File: src/rod_defs.vh
// Purpose: Constants for the rule output dispatch block
// Assumes: One clock, synchronous active-high reset
// Notes: Action codes are 4-bit, destination 0 means local
//
// Summary of operation
// RULE_01 - Each rule result fans out to three independent output slots.
// RULE_02 - Each slot selects local module or one remote IP from a table.
// RULE_03 - Action type resets to none; a none slot does nothing for either result.
// RULE_04 - Action type is one of nine encoded choices.
// RULE_05 - Analog action: true drives scaled value, false leaves channel unchanged.
// RULE_06 - Digital action: true drives configured level, false drives its complement.
// RULE_07 - Counter action: true selects start, stop or reset; false derived.
// RULE_08 - Counter false action: start gives stop, stop gives start, reset gives nothing.
// RULE_09 - Local destination applies to own channels without model selection.
// RULE_10 - Remote actions go out as network commands; local ones appear one cycle after the result. Remotes of a result arriving while busy are dropped.
`ifndef ROD_DEFS_VH
`define ROD_DEFS_VH

`define ROD_NUM_SLOTS 3
`define ROD_ACT_W 4
`define ROD_ACT_NONE 4'h0
`define ROD_ACT_ANALOG 4'h1
`define ROD_ACT_DIGITAL 4'h2
`define ROD_ACT_COUNTER 4'h3
`define ROD_ACT_PULSE 4'h4
`define ROD_ACT_TIMER 4'h5
`define ROD_ACT_FLAG 4'h6
`define ROD_ACT_MESSAGE 4'h7
`define ROD_ACT_ICOUNT 4'h8
`define ROD_CNT_W 2
`define ROD_CNT_NOP 2'h0
`define ROD_CNT_START 2'h1
`define ROD_CNT_STOP 2'h2
`define ROD_CNT_RESET 2'h3
`define ROD_RANGE_W 2
`define ROD_RANGE_0_10V 2'h0
`define ROD_RANGE_0_5V 2'h1
`define ROD_RANGE_4_20MA 2'h2
`define ROD_RANGE_0_20MA 2'h3
`define ROD_DEST_LOCAL 3'h0

`endif

File: src/rod_slot.v
// Purpose: One output slot: turns a rule result into a configured action
// Assumes: Configuration is static while the engine runs
// Notes: Purely combinational decode; the top registers the results
`timescale 1ns/10ps
`default_nettype none
`include "rod_defs.vh"
module rod_slot #(
    parameter VAL_W = 12
)
(
    // Result and configuration
    input wire result_in,
    input wire [3:0] act_type_in,
    input wire [1:0] range_in,
    input wire [VAL_W-1:0] value_in,
    input wire dig_level_in,
    input wire [1:0] cnt_true_in,
    // Decoded action
    output reg ao_wr_out,
    output reg [VAL_W-1:0] ao_val_out,
    output reg do_wr_out,
    output reg do_lvl_out,
    output reg [1:0] cnt_cmd_out
);

    // Full-scale code shifts down for half-span ranges
    function [VAL_W-1:0] scale;
        input [VAL_W-1:0] v;
        input [1:0] r;
        begin
            if (r == `ROD_RANGE_0_5V)
                scale = v >> 1;
            else if (r == `ROD_RANGE_4_20MA)
                scale = v - (v >> 2) + ({VAL_W{1'b1}} >> 2);
            else
                scale = v;
        end
    endfunction

    always @*
    begin
        ao_wr_out = 1'b0;
        ao_val_out = {VAL_W{1'b0}};
        do_wr_out = 1'b0;
        do_lvl_out = 1'b0;
        cnt_cmd_out = `ROD_CNT_NOP;
        case (act_type_in)
            `ROD_ACT_ANALOG:
            begin
                ao_wr_out = result_in; // RULE_05
                ao_val_out = scale(value_in, range_in); // RULE_05
            end
            `ROD_ACT_DIGITAL:
            begin
                do_wr_out = 1'b1;
                do_lvl_out = result_in ? dig_level_in : ~dig_level_in; // RULE_06
            end
            `ROD_ACT_COUNTER:
            begin
                if (result_in)
                    cnt_cmd_out = cnt_true_in; // RULE_07
                else if (cnt_true_in == `ROD_CNT_START)
                    cnt_cmd_out = `ROD_CNT_STOP; // RULE_08
                else if (cnt_true_in == `ROD_CNT_STOP)
                    cnt_cmd_out = `ROD_CNT_START; // RULE_08
                else
                    cnt_cmd_out = `ROD_CNT_NOP; // RULE_08
            end
            default:
            begin
                // None and the pulse, timer, flag, message and icount types produce no action here
                ao_wr_out = 1'b0; // RULE_03
            end
        endcase
    end

endmodule // rod_slot
`default_nettype wire

File: src/rod_dispatch.v
// Purpose: Rule output stage fanning one result to three action slots
// Assumes: RESULT_VALID_IN is a one-cycle pulse from the execution stage
// Notes: Remote commands queue one per cycle, slot 0 first; no buffering
`timescale 1ns/10ps
`default_nettype none
`include "rod_defs.vh"
module rod_dispatch #(
    parameter VAL_W = 12,
    parameter CH_W = 4,
    parameter IP_ENTRIES = 8
)
(
    // Clock and reset
    input wire CORE_CLK_IN,
    input wire RESET_IN,
    // Result from execution stage
    input wire RESULT_VALID_IN,
    input wire RESULT_IN,
    // Slot configuration, three slots packed, slot 0 in low bits
    input wire [3*3-1:0] DEST_SEL_IN,
    input wire [3*4-1:0] ACT_TYPE_IN,
    input wire [3*2-1:0] RANGE_SEL_IN,
    input wire [3*CH_W-1:0] CHANNEL_IN,
    input wire [3*VAL_W-1:0] VALUE_IN,
    input wire [2:0] DIG_LEVEL_IN,
    input wire [3*2-1:0] CNT_TRUE_IN,
    input wire CFG_WR_IN,
    // IP address table
    input wire [IP_ENTRIES*32-1:0] IP_TABLE_IN,
    // Local analog output
    output reg LOC_AO_WR_OUT,
    output reg [CH_W-1:0] LOC_AO_CH_OUT,
    output reg [VAL_W-1:0] LOC_AO_VAL_OUT,
    // Local digital output
    output reg LOC_DO_WR_OUT,
    output reg [CH_W-1:0] LOC_DO_CH_OUT,
    output reg LOC_DO_LVL_OUT,
    // Local counter channel
    output reg LOC_CNT_WR_OUT,
    output reg [CH_W-1:0] LOC_CNT_CH_OUT,
    output reg [1:0] LOC_CNT_CMD_OUT,
    // Remote command port
    output wire NET_VALID_OUT,
    input wire NET_READY_IN,
    output reg [31:0] NET_IP_OUT,
    output reg [3:0] NET_ACT_OUT,
    output reg [CH_W-1:0] NET_CH_OUT,
    output reg [VAL_W-1:0] NET_DATA_OUT,
    output wire BUSY_OUT
);

    localparam ST_IDLE = 2'b01;
    localparam ST_SEND = 2'b10;

    reg [3*4-1:0] act_type_r;
    reg [1:0] state_r;
    reg [2:0] pend_r;
    reg [1:0] idx_r;
    reg [3*4-1:0] q_act_r;
    reg [3*CH_W-1:0] q_ch_r;
    reg [3*VAL_W-1:0] q_data_r;
    reg [3*3-1:0] q_dest_r;

    wire [2:0] ao_wr;
    wire [3*VAL_W-1:0] ao_val;
    wire [2:0] do_wr;
    wire [2:0] do_lvl;
    wire [3*2-1:0] cnt_cmd;

    // Configured action types; reset to none
    always @(posedge CORE_CLK_IN)
    begin
        if (RESET_IN)
            act_type_r <= {3{`ROD_ACT_NONE}}; // RULE_03
        else if (CFG_WR_IN)
            act_type_r <= ACT_TYPE_IN; // RULE_04
    end

    genvar g;
    generate
        for (g = 0; g < `ROD_NUM_SLOTS; g = g + 1)
        begin : slot
            rod_slot #(.VAL_W(VAL_W)) u_slot (
                .result_in(RESULT_IN), // RULE_01
                .act_type_in(act_type_r[g*4 +: 4]),
                .range_in(RANGE_SEL_IN[g*2 +: 2]),
                .value_in(VALUE_IN[g*VAL_W +: VAL_W]),
                .dig_level_in(DIG_LEVEL_IN[g]),
                .cnt_true_in(CNT_TRUE_IN[g*2 +: 2]),
                .ao_wr_out(ao_wr[g]),
                .ao_val_out(ao_val[g*VAL_W +: VAL_W]),
                .do_wr_out(do_wr[g]),
                .do_lvl_out(do_lvl[g]),
                .cnt_cmd_out(cnt_cmd[g*2 +: 2])
            );
        end
    endgenerate

    function is_local;
        input [2:0] d;
        begin
            is_local = (d == `ROD_DEST_LOCAL); // RULE_02
        end
    endfunction

    // Local actions; later slots win on a shared port in the same cycle
    integer i;
    integer j;
    integer k;
    always @(posedge CORE_CLK_IN)
    begin
        if (RESET_IN)
        begin
            LOC_AO_WR_OUT <= 1'b0;
            LOC_AO_CH_OUT <= {CH_W{1'b0}};
            LOC_AO_VAL_OUT <= {VAL_W{1'b0}};
            LOC_DO_WR_OUT <= 1'b0;
            LOC_DO_CH_OUT <= {CH_W{1'b0}};
            LOC_DO_LVL_OUT <= 1'b0;
            LOC_CNT_WR_OUT <= 1'b0;
            LOC_CNT_CH_OUT <= {CH_W{1'b0}};
            LOC_CNT_CMD_OUT <= `ROD_CNT_NOP;
        end
        else
        begin
            LOC_AO_WR_OUT <= 1'b0;
            LOC_DO_WR_OUT <= 1'b0;
            LOC_CNT_WR_OUT <= 1'b0;
            for (i = 0; i < 3; i = i + 1)
            begin
                if (RESULT_VALID_IN && is_local(DEST_SEL_IN[i*3 +: 3])) // RULE_09
                begin
                    if (ao_wr[i])
                    begin
                        LOC_AO_WR_OUT <= 1'b1; // RULE_10
                        LOC_AO_CH_OUT <= CHANNEL_IN[i*CH_W +: CH_W];
                        LOC_AO_VAL_OUT <= ao_val[i*VAL_W +: VAL_W];
                    end
                    if (do_wr[i])
                    begin
                        LOC_DO_WR_OUT <= 1'b1; // RULE_10
                        LOC_DO_CH_OUT <= CHANNEL_IN[i*CH_W +: CH_W];
                        LOC_DO_LVL_OUT <= do_lvl[i];
                    end
                    if (act_type_r[i*4 +: 4] == `ROD_ACT_COUNTER && cnt_cmd[i*2 +: 2] != `ROD_CNT_NOP)
                    begin
                        LOC_CNT_WR_OUT <= 1'b1; // RULE_10
                        LOC_CNT_CH_OUT <= CHANNEL_IN[i*CH_W +: CH_W];
                        LOC_CNT_CMD_OUT <= cnt_cmd[i*2 +: 2];
                    end
                end
            end
        end
    end

    // Lowest pending slot goes first so remote commands keep slot order
    function [1:0] first_slot;
        input [2:0] p;
        begin
            if (p[0])
                first_slot = 2'h0;
            else if (p[1])
                first_slot = 2'h1;
            else
                first_slot = 2'h2;
        end
    endfunction

    // Remote sequencer; results arriving while busy are dropped
    // Next index comes from what is left once the current slot is done, so a gap is skipped
    wire [2:0] pend_left = pend_r & ~(3'b001 << idx_r);
    wire [1:0] idx_nxt = first_slot(pend_left);
    // Table entry n-1 for selector n; held in three bits so it never leaves the table
    wire [2:0] ip_sel = q_dest_r[idx_r*3 +: 3] - 3'h1;
    assign NET_VALID_OUT = (state_r == ST_SEND);
    assign BUSY_OUT = (state_r == ST_SEND);

    always @*
    begin
        NET_IP_OUT = IP_TABLE_IN[ip_sel*32 +: 32]; // RULE_02
        NET_ACT_OUT = q_act_r[idx_r*4 +: 4];
        NET_CH_OUT = q_ch_r[idx_r*CH_W +: CH_W];
        NET_DATA_OUT = q_data_r[idx_r*VAL_W +: VAL_W];
    end

    reg [2:0] want;
    always @*
    begin
        for (j = 0; j < 3; j = j + 1)
            want[j] = !is_local(DEST_SEL_IN[j*3 +: 3]) && (ao_wr[j] || do_wr[j] ||
                (act_type_r[j*4 +: 4] == `ROD_ACT_COUNTER && cnt_cmd[j*2 +: 2] != `ROD_CNT_NOP));
    end

    always @(posedge CORE_CLK_IN)
    begin
        if (RESET_IN)
        begin
            state_r <= ST_IDLE;
            pend_r <= 3'b000;
            idx_r <= 2'd0;
            q_act_r <= {12{1'b0}};
            q_ch_r <= {3*CH_W{1'b0}};
            q_data_r <= {3*VAL_W{1'b0}};
            q_dest_r <= {9{1'b0}};
        end
        else
        begin
            case (state_r)
                ST_IDLE:
                begin
                    if (RESULT_VALID_IN && want != 3'b000)
                    begin
                        pend_r <= want; // RULE_10
                        idx_r <= first_slot(want);
                        q_dest_r <= DEST_SEL_IN;
                        q_ch_r <= CHANNEL_IN;
                        for (k = 0; k < 3; k = k + 1)
                        begin
                            q_act_r[k*4 +: 4] <= act_type_r[k*4 +: 4];
                            if (do_wr[k])
                                q_data_r[k*VAL_W +: VAL_W] <= {{(VAL_W-1){1'b0}}, do_lvl[k]};
                            else if (ao_wr[k])
                                q_data_r[k*VAL_W +: VAL_W] <= ao_val[k*VAL_W +: VAL_W];
                            else
                                q_data_r[k*VAL_W +: VAL_W] <= {{(VAL_W-2){1'b0}}, cnt_cmd[k*2 +: 2]};
                        end
                        state_r <= ST_SEND;
                    end
                end
                ST_SEND:
                begin
                    if (NET_READY_IN)
                    begin
                        pend_r[idx_r] <= 1'b0;
                        if (pend_left == 3'b000)
                            state_r <= ST_IDLE;
                        else
                            idx_r <= idx_nxt; // RULE_10
                    end
                end
                default:
                    state_r <= ST_IDLE;
            endcase
        end
    end

endmodule // rod_dispatch
`default_nettype wire

File: config.mk
export PLATFORM = sky130hd
export DESIGN_NAME = rod_dispatch
export DESIGN_NICKNAME = d
export VERILOG_FILES = /design/src/rod_slot.v /design/src/rod_dispatch.v
export VERILOG_INCLUDE_DIRS = /design/src
export SDC_FILE = /design/constraint.sdc
export NUM_CORES = 1
export LEC_CHECK = 0
export BUFFER_PORTS_ARGS = -buffer_cell sky130_fd_sc_hd__buf_2
export CAP_MARGIN = 10
export CORE_MARGIN = 4
export CORE_UTILIZATION = 30
export DETAILED_ROUTE_END_ITERATION = 8
export PLACE_DENSITY = 0.56
export SETUP_SLACK_MARGIN = 0.5
export SLEW_MARGIN = 20
export SYNTH_ARGS = -nofsm -noshare
export SYNTH_HDL_FRONTEND = slang
export SYNTH_HIERARCHICAL = 1
export SYNTH_SLANG_ARGS = --single-unit
export TNS_END_PERCENT = 50
File: constraint.sdc
create_clock -name CORE_CLK_IN -period 7.65 [get_ports CORE_CLK_IN]
set_clock_uncertainty 0.15 [all_clocks]
set_input_delay 0.765 -clock CORE_CLK_IN [delete_from_list [all_inputs] [get_ports CORE_CLK_IN]]
set_output_delay 0.765 -clock CORE_CLK_IN [all_outputs]
set_load 0.005 [all_outputs]
==> reports/qor.csv <==
metric,value,unit
synth_cells,1473,
nets,2240,
async_reset_ff_share,0,%
root_buffer,clkbuf_16,
antenna_found_initial,37,
timing.final.max_slew_violations,0,
cts.sink_count,118,
syn_area,11400,um^2
grt-ovfl-total,0,
area_delta_synth_final,27.0,%
core,37600,um^2
synth_edf_count,0,
drt_iter0_drc,806,
finalInstanceArea,14500,um^2
leakagePower,6.45,nW
grt_pass1_wl,74600,um
cts_made_buffers,17,
initial_core_util,30.3,%
drive_gt1_share,30.9,%
holdBufCountCts,0,
die_x,203,um
worstPathArrival,4560,ps
cp_data_required_time,6730,ps
grt_use_total,23.6,%
rsz0062_at_grt,false,
post-route-period-util,71.6,%
synth_xor_area_share,0.999,%
critical_path_class,flop to output pin,
avgSynthCellArea,7.73,um^2
powerDensity,162,nW/um^2
post_cts_buffers,0,
worst-path-max-fanout,95,
synth_area_leaders,"dfxtp_1, mux2i_1, nand2_1, ha_1, mux4_2",
setup_viol,0,
ant_nets,0,
synthMostInstantiatedCell,nand2_1,
grt.busiest_layer,met2,
htree_levels,4,
synth_top_family_by_area,simple AND/OR/NAND/NOR gates,
vias,12685,
synth_mux_area_share,20.7,%
stdcell_count,2375,
cp-startpoint,idx_r[1],
regToRegStartpoint,act_type_r[8],
synthAdderAreaFrac,7.23,%
slew_headroom,31.3,%
synth_ff_type,dfxtp_1,
final.min_clock_period,5480,ps
peakVddDrop,0.000151,V
clock_path_buffers,2,
clock.fmax,0.183,GHz
dieArea,41200,um^2
rrSetupSlack,3850,ps
hpwl,42400,um
rows,71,
yosysUniqueCellTypes,69,
grt.met3_usage,5.41,%
hp-class,flop to flop,
synth_seq_cells,118,
ys_seq_area_share,20.7,%
clk_latency,410,ps
clkTransAtPathRegs,50,ps
synth_top_area_cell,dfxtp_1,
cts_tree,done,
min_from,q_data_r[2],
via_per_inst,5.34,
place_inst,2322,
grt_use_met1,26.7,%
tightest_slew,1030,ps
maxCapViolations,0,
endpoint_kind,output pin,
io_buffers,429,
wire_per_inst,21.8,um
synth_compound_area_share,21.4,%
setup-tns-final,0,ps
ios,430,
outcome,finished clean,
grt_max_degree,96,
die_y,203,um
synth_fp_nets,1883,
wirelength,51700,um
grtUsageMet2,41.9,%
drc,0,
ys_warn_count,6,
synth-simple-area-share,23.1,%
synth_top_area_share,20.7,%
drt_pre_antenna_iters,5,
startpoint_type,flop,
grt_pass1_vias,12232,
gp_congestion,0.949,
synth_commonest_cells,"nand2_1, mux2i_1, dfxtp_1",
ctsResizeCount,0,
dpl_cell_area,13800,um^2
finalHoldViolCount,0,
-- worst max-delay path, stage by stage (launching register included) --
cell and delay (ps):
dfxtp_2 310, buf_4 510, mux2i_1 230, o22ai_4 180, buf_4 560, inv_2 50
buf_4 360, ha_4 1020, mux4_2 420, a22o_1 270, buf_2 130
-- path summary, 6_finish.rpt --
path,end,cells after the start
worst max-delay path,NET_IP_OUT[14],10
worst min-delay path,q_data_r[2],2
worst max register to register,q_act_r[9],7
worst min register to register,q_data_r[2],2
-- power by group --
| group | internal, mW | switching (mW) |
|---|---|---|
| combinational | 0.402 | 0.500 |
| sequential | 0.632 | 0.0177 |
| clock | 0.489 | 0.307 |
-- routing by layer --
layer	wire length, um	up-vias
met5	143	-
met4	2130	22
met3	3310	107
met2	26100	484
met1	20000	5945
li1	-	6127
-- through the flow --
stage | hold WS (ps) | utilization, % | total power, mW | worst slack, ps
after floorplan | 284 | - | 1.24 | 4100
after global placement | 292 | 36.8 | 1.55 | 2720
after detailed placement | 296 | 36.8 | 1.56 | 2610
after CTS | 308 | 38.4 | 2.36 | 2150
after global routing | 320 | 38.5 | 2.47 | 1900
final | 307 | 38.5 | 2.35 | 2170
-- layout make-up --
type | instances | area, um^2
fill | 4040 | 23100
sequential | 118 | 2360
multi-input combinational | 1204 | 8410
clock inverter | 14 | 149
inverter | 48 | 180
tap | 511 | 639
timing repair buffer | 441 | 2240
clock buffer | 18 | 439
antenna | 21 | 52.6
-- state kept, by name, summed over array words and instances, names as in the netlist --
signal           flops
idx_r                2
pend_r               3
LOC_DO_WR_OUT        1
LOC_CNT_CH_OUT       4
LOC_CNT_CMD_OUT      2
LOC_DO_LVL_OUT       1
LOC_CNT_WR_OUT       1
q_act_r             12
q_ch_r              12
q_dest_r             9
LOC_AO_VAL_OUT      12
act_type_r          12
q_data_r            36
state_r              2
LOC_DO_CH_OUT        4
LOC_AO_WR_OUT        1
LOC_AO_CH_OUT        4
-- kinds of logic after synthesis --
| group | Yosys count |
|---|---|
| adder cells (fa/ha/maj) | 64 |
| XOR/XNOR | 13 |
| AND/OR/NAND/NOR | 572 |
| flip-flops | 118 |
| AO/OA/AOI/OAI | 361 |
| multiplexers | 194 |
| buffers and inverters | 151 |
-- cell usage in the layout, fill, tap and decap left out, types with 31 or more instances in the layout --
cell type | synthesis | routed
mux2i_1 | 141 | 141
nor2_1 | 96 | 96
a211oi_1 | 46 | 46
dfxtp_1 | 118 | 117
o22ai_1 | 38 | 38
a21oi_1 | 58 | 58
buf_2 | 27 | 429
inv_1 | 46 | 46
o21ai_0 | 74 | 74
mux4_2 | 31 | 31
a22o_1 | 31 | 31
nand2_1 | 329 | 329
a31oi_1 | 49 | 49
ha_1 | 61 | 60
nand3b_1 | 35 | 35
(Power assumes the default switching activity.)
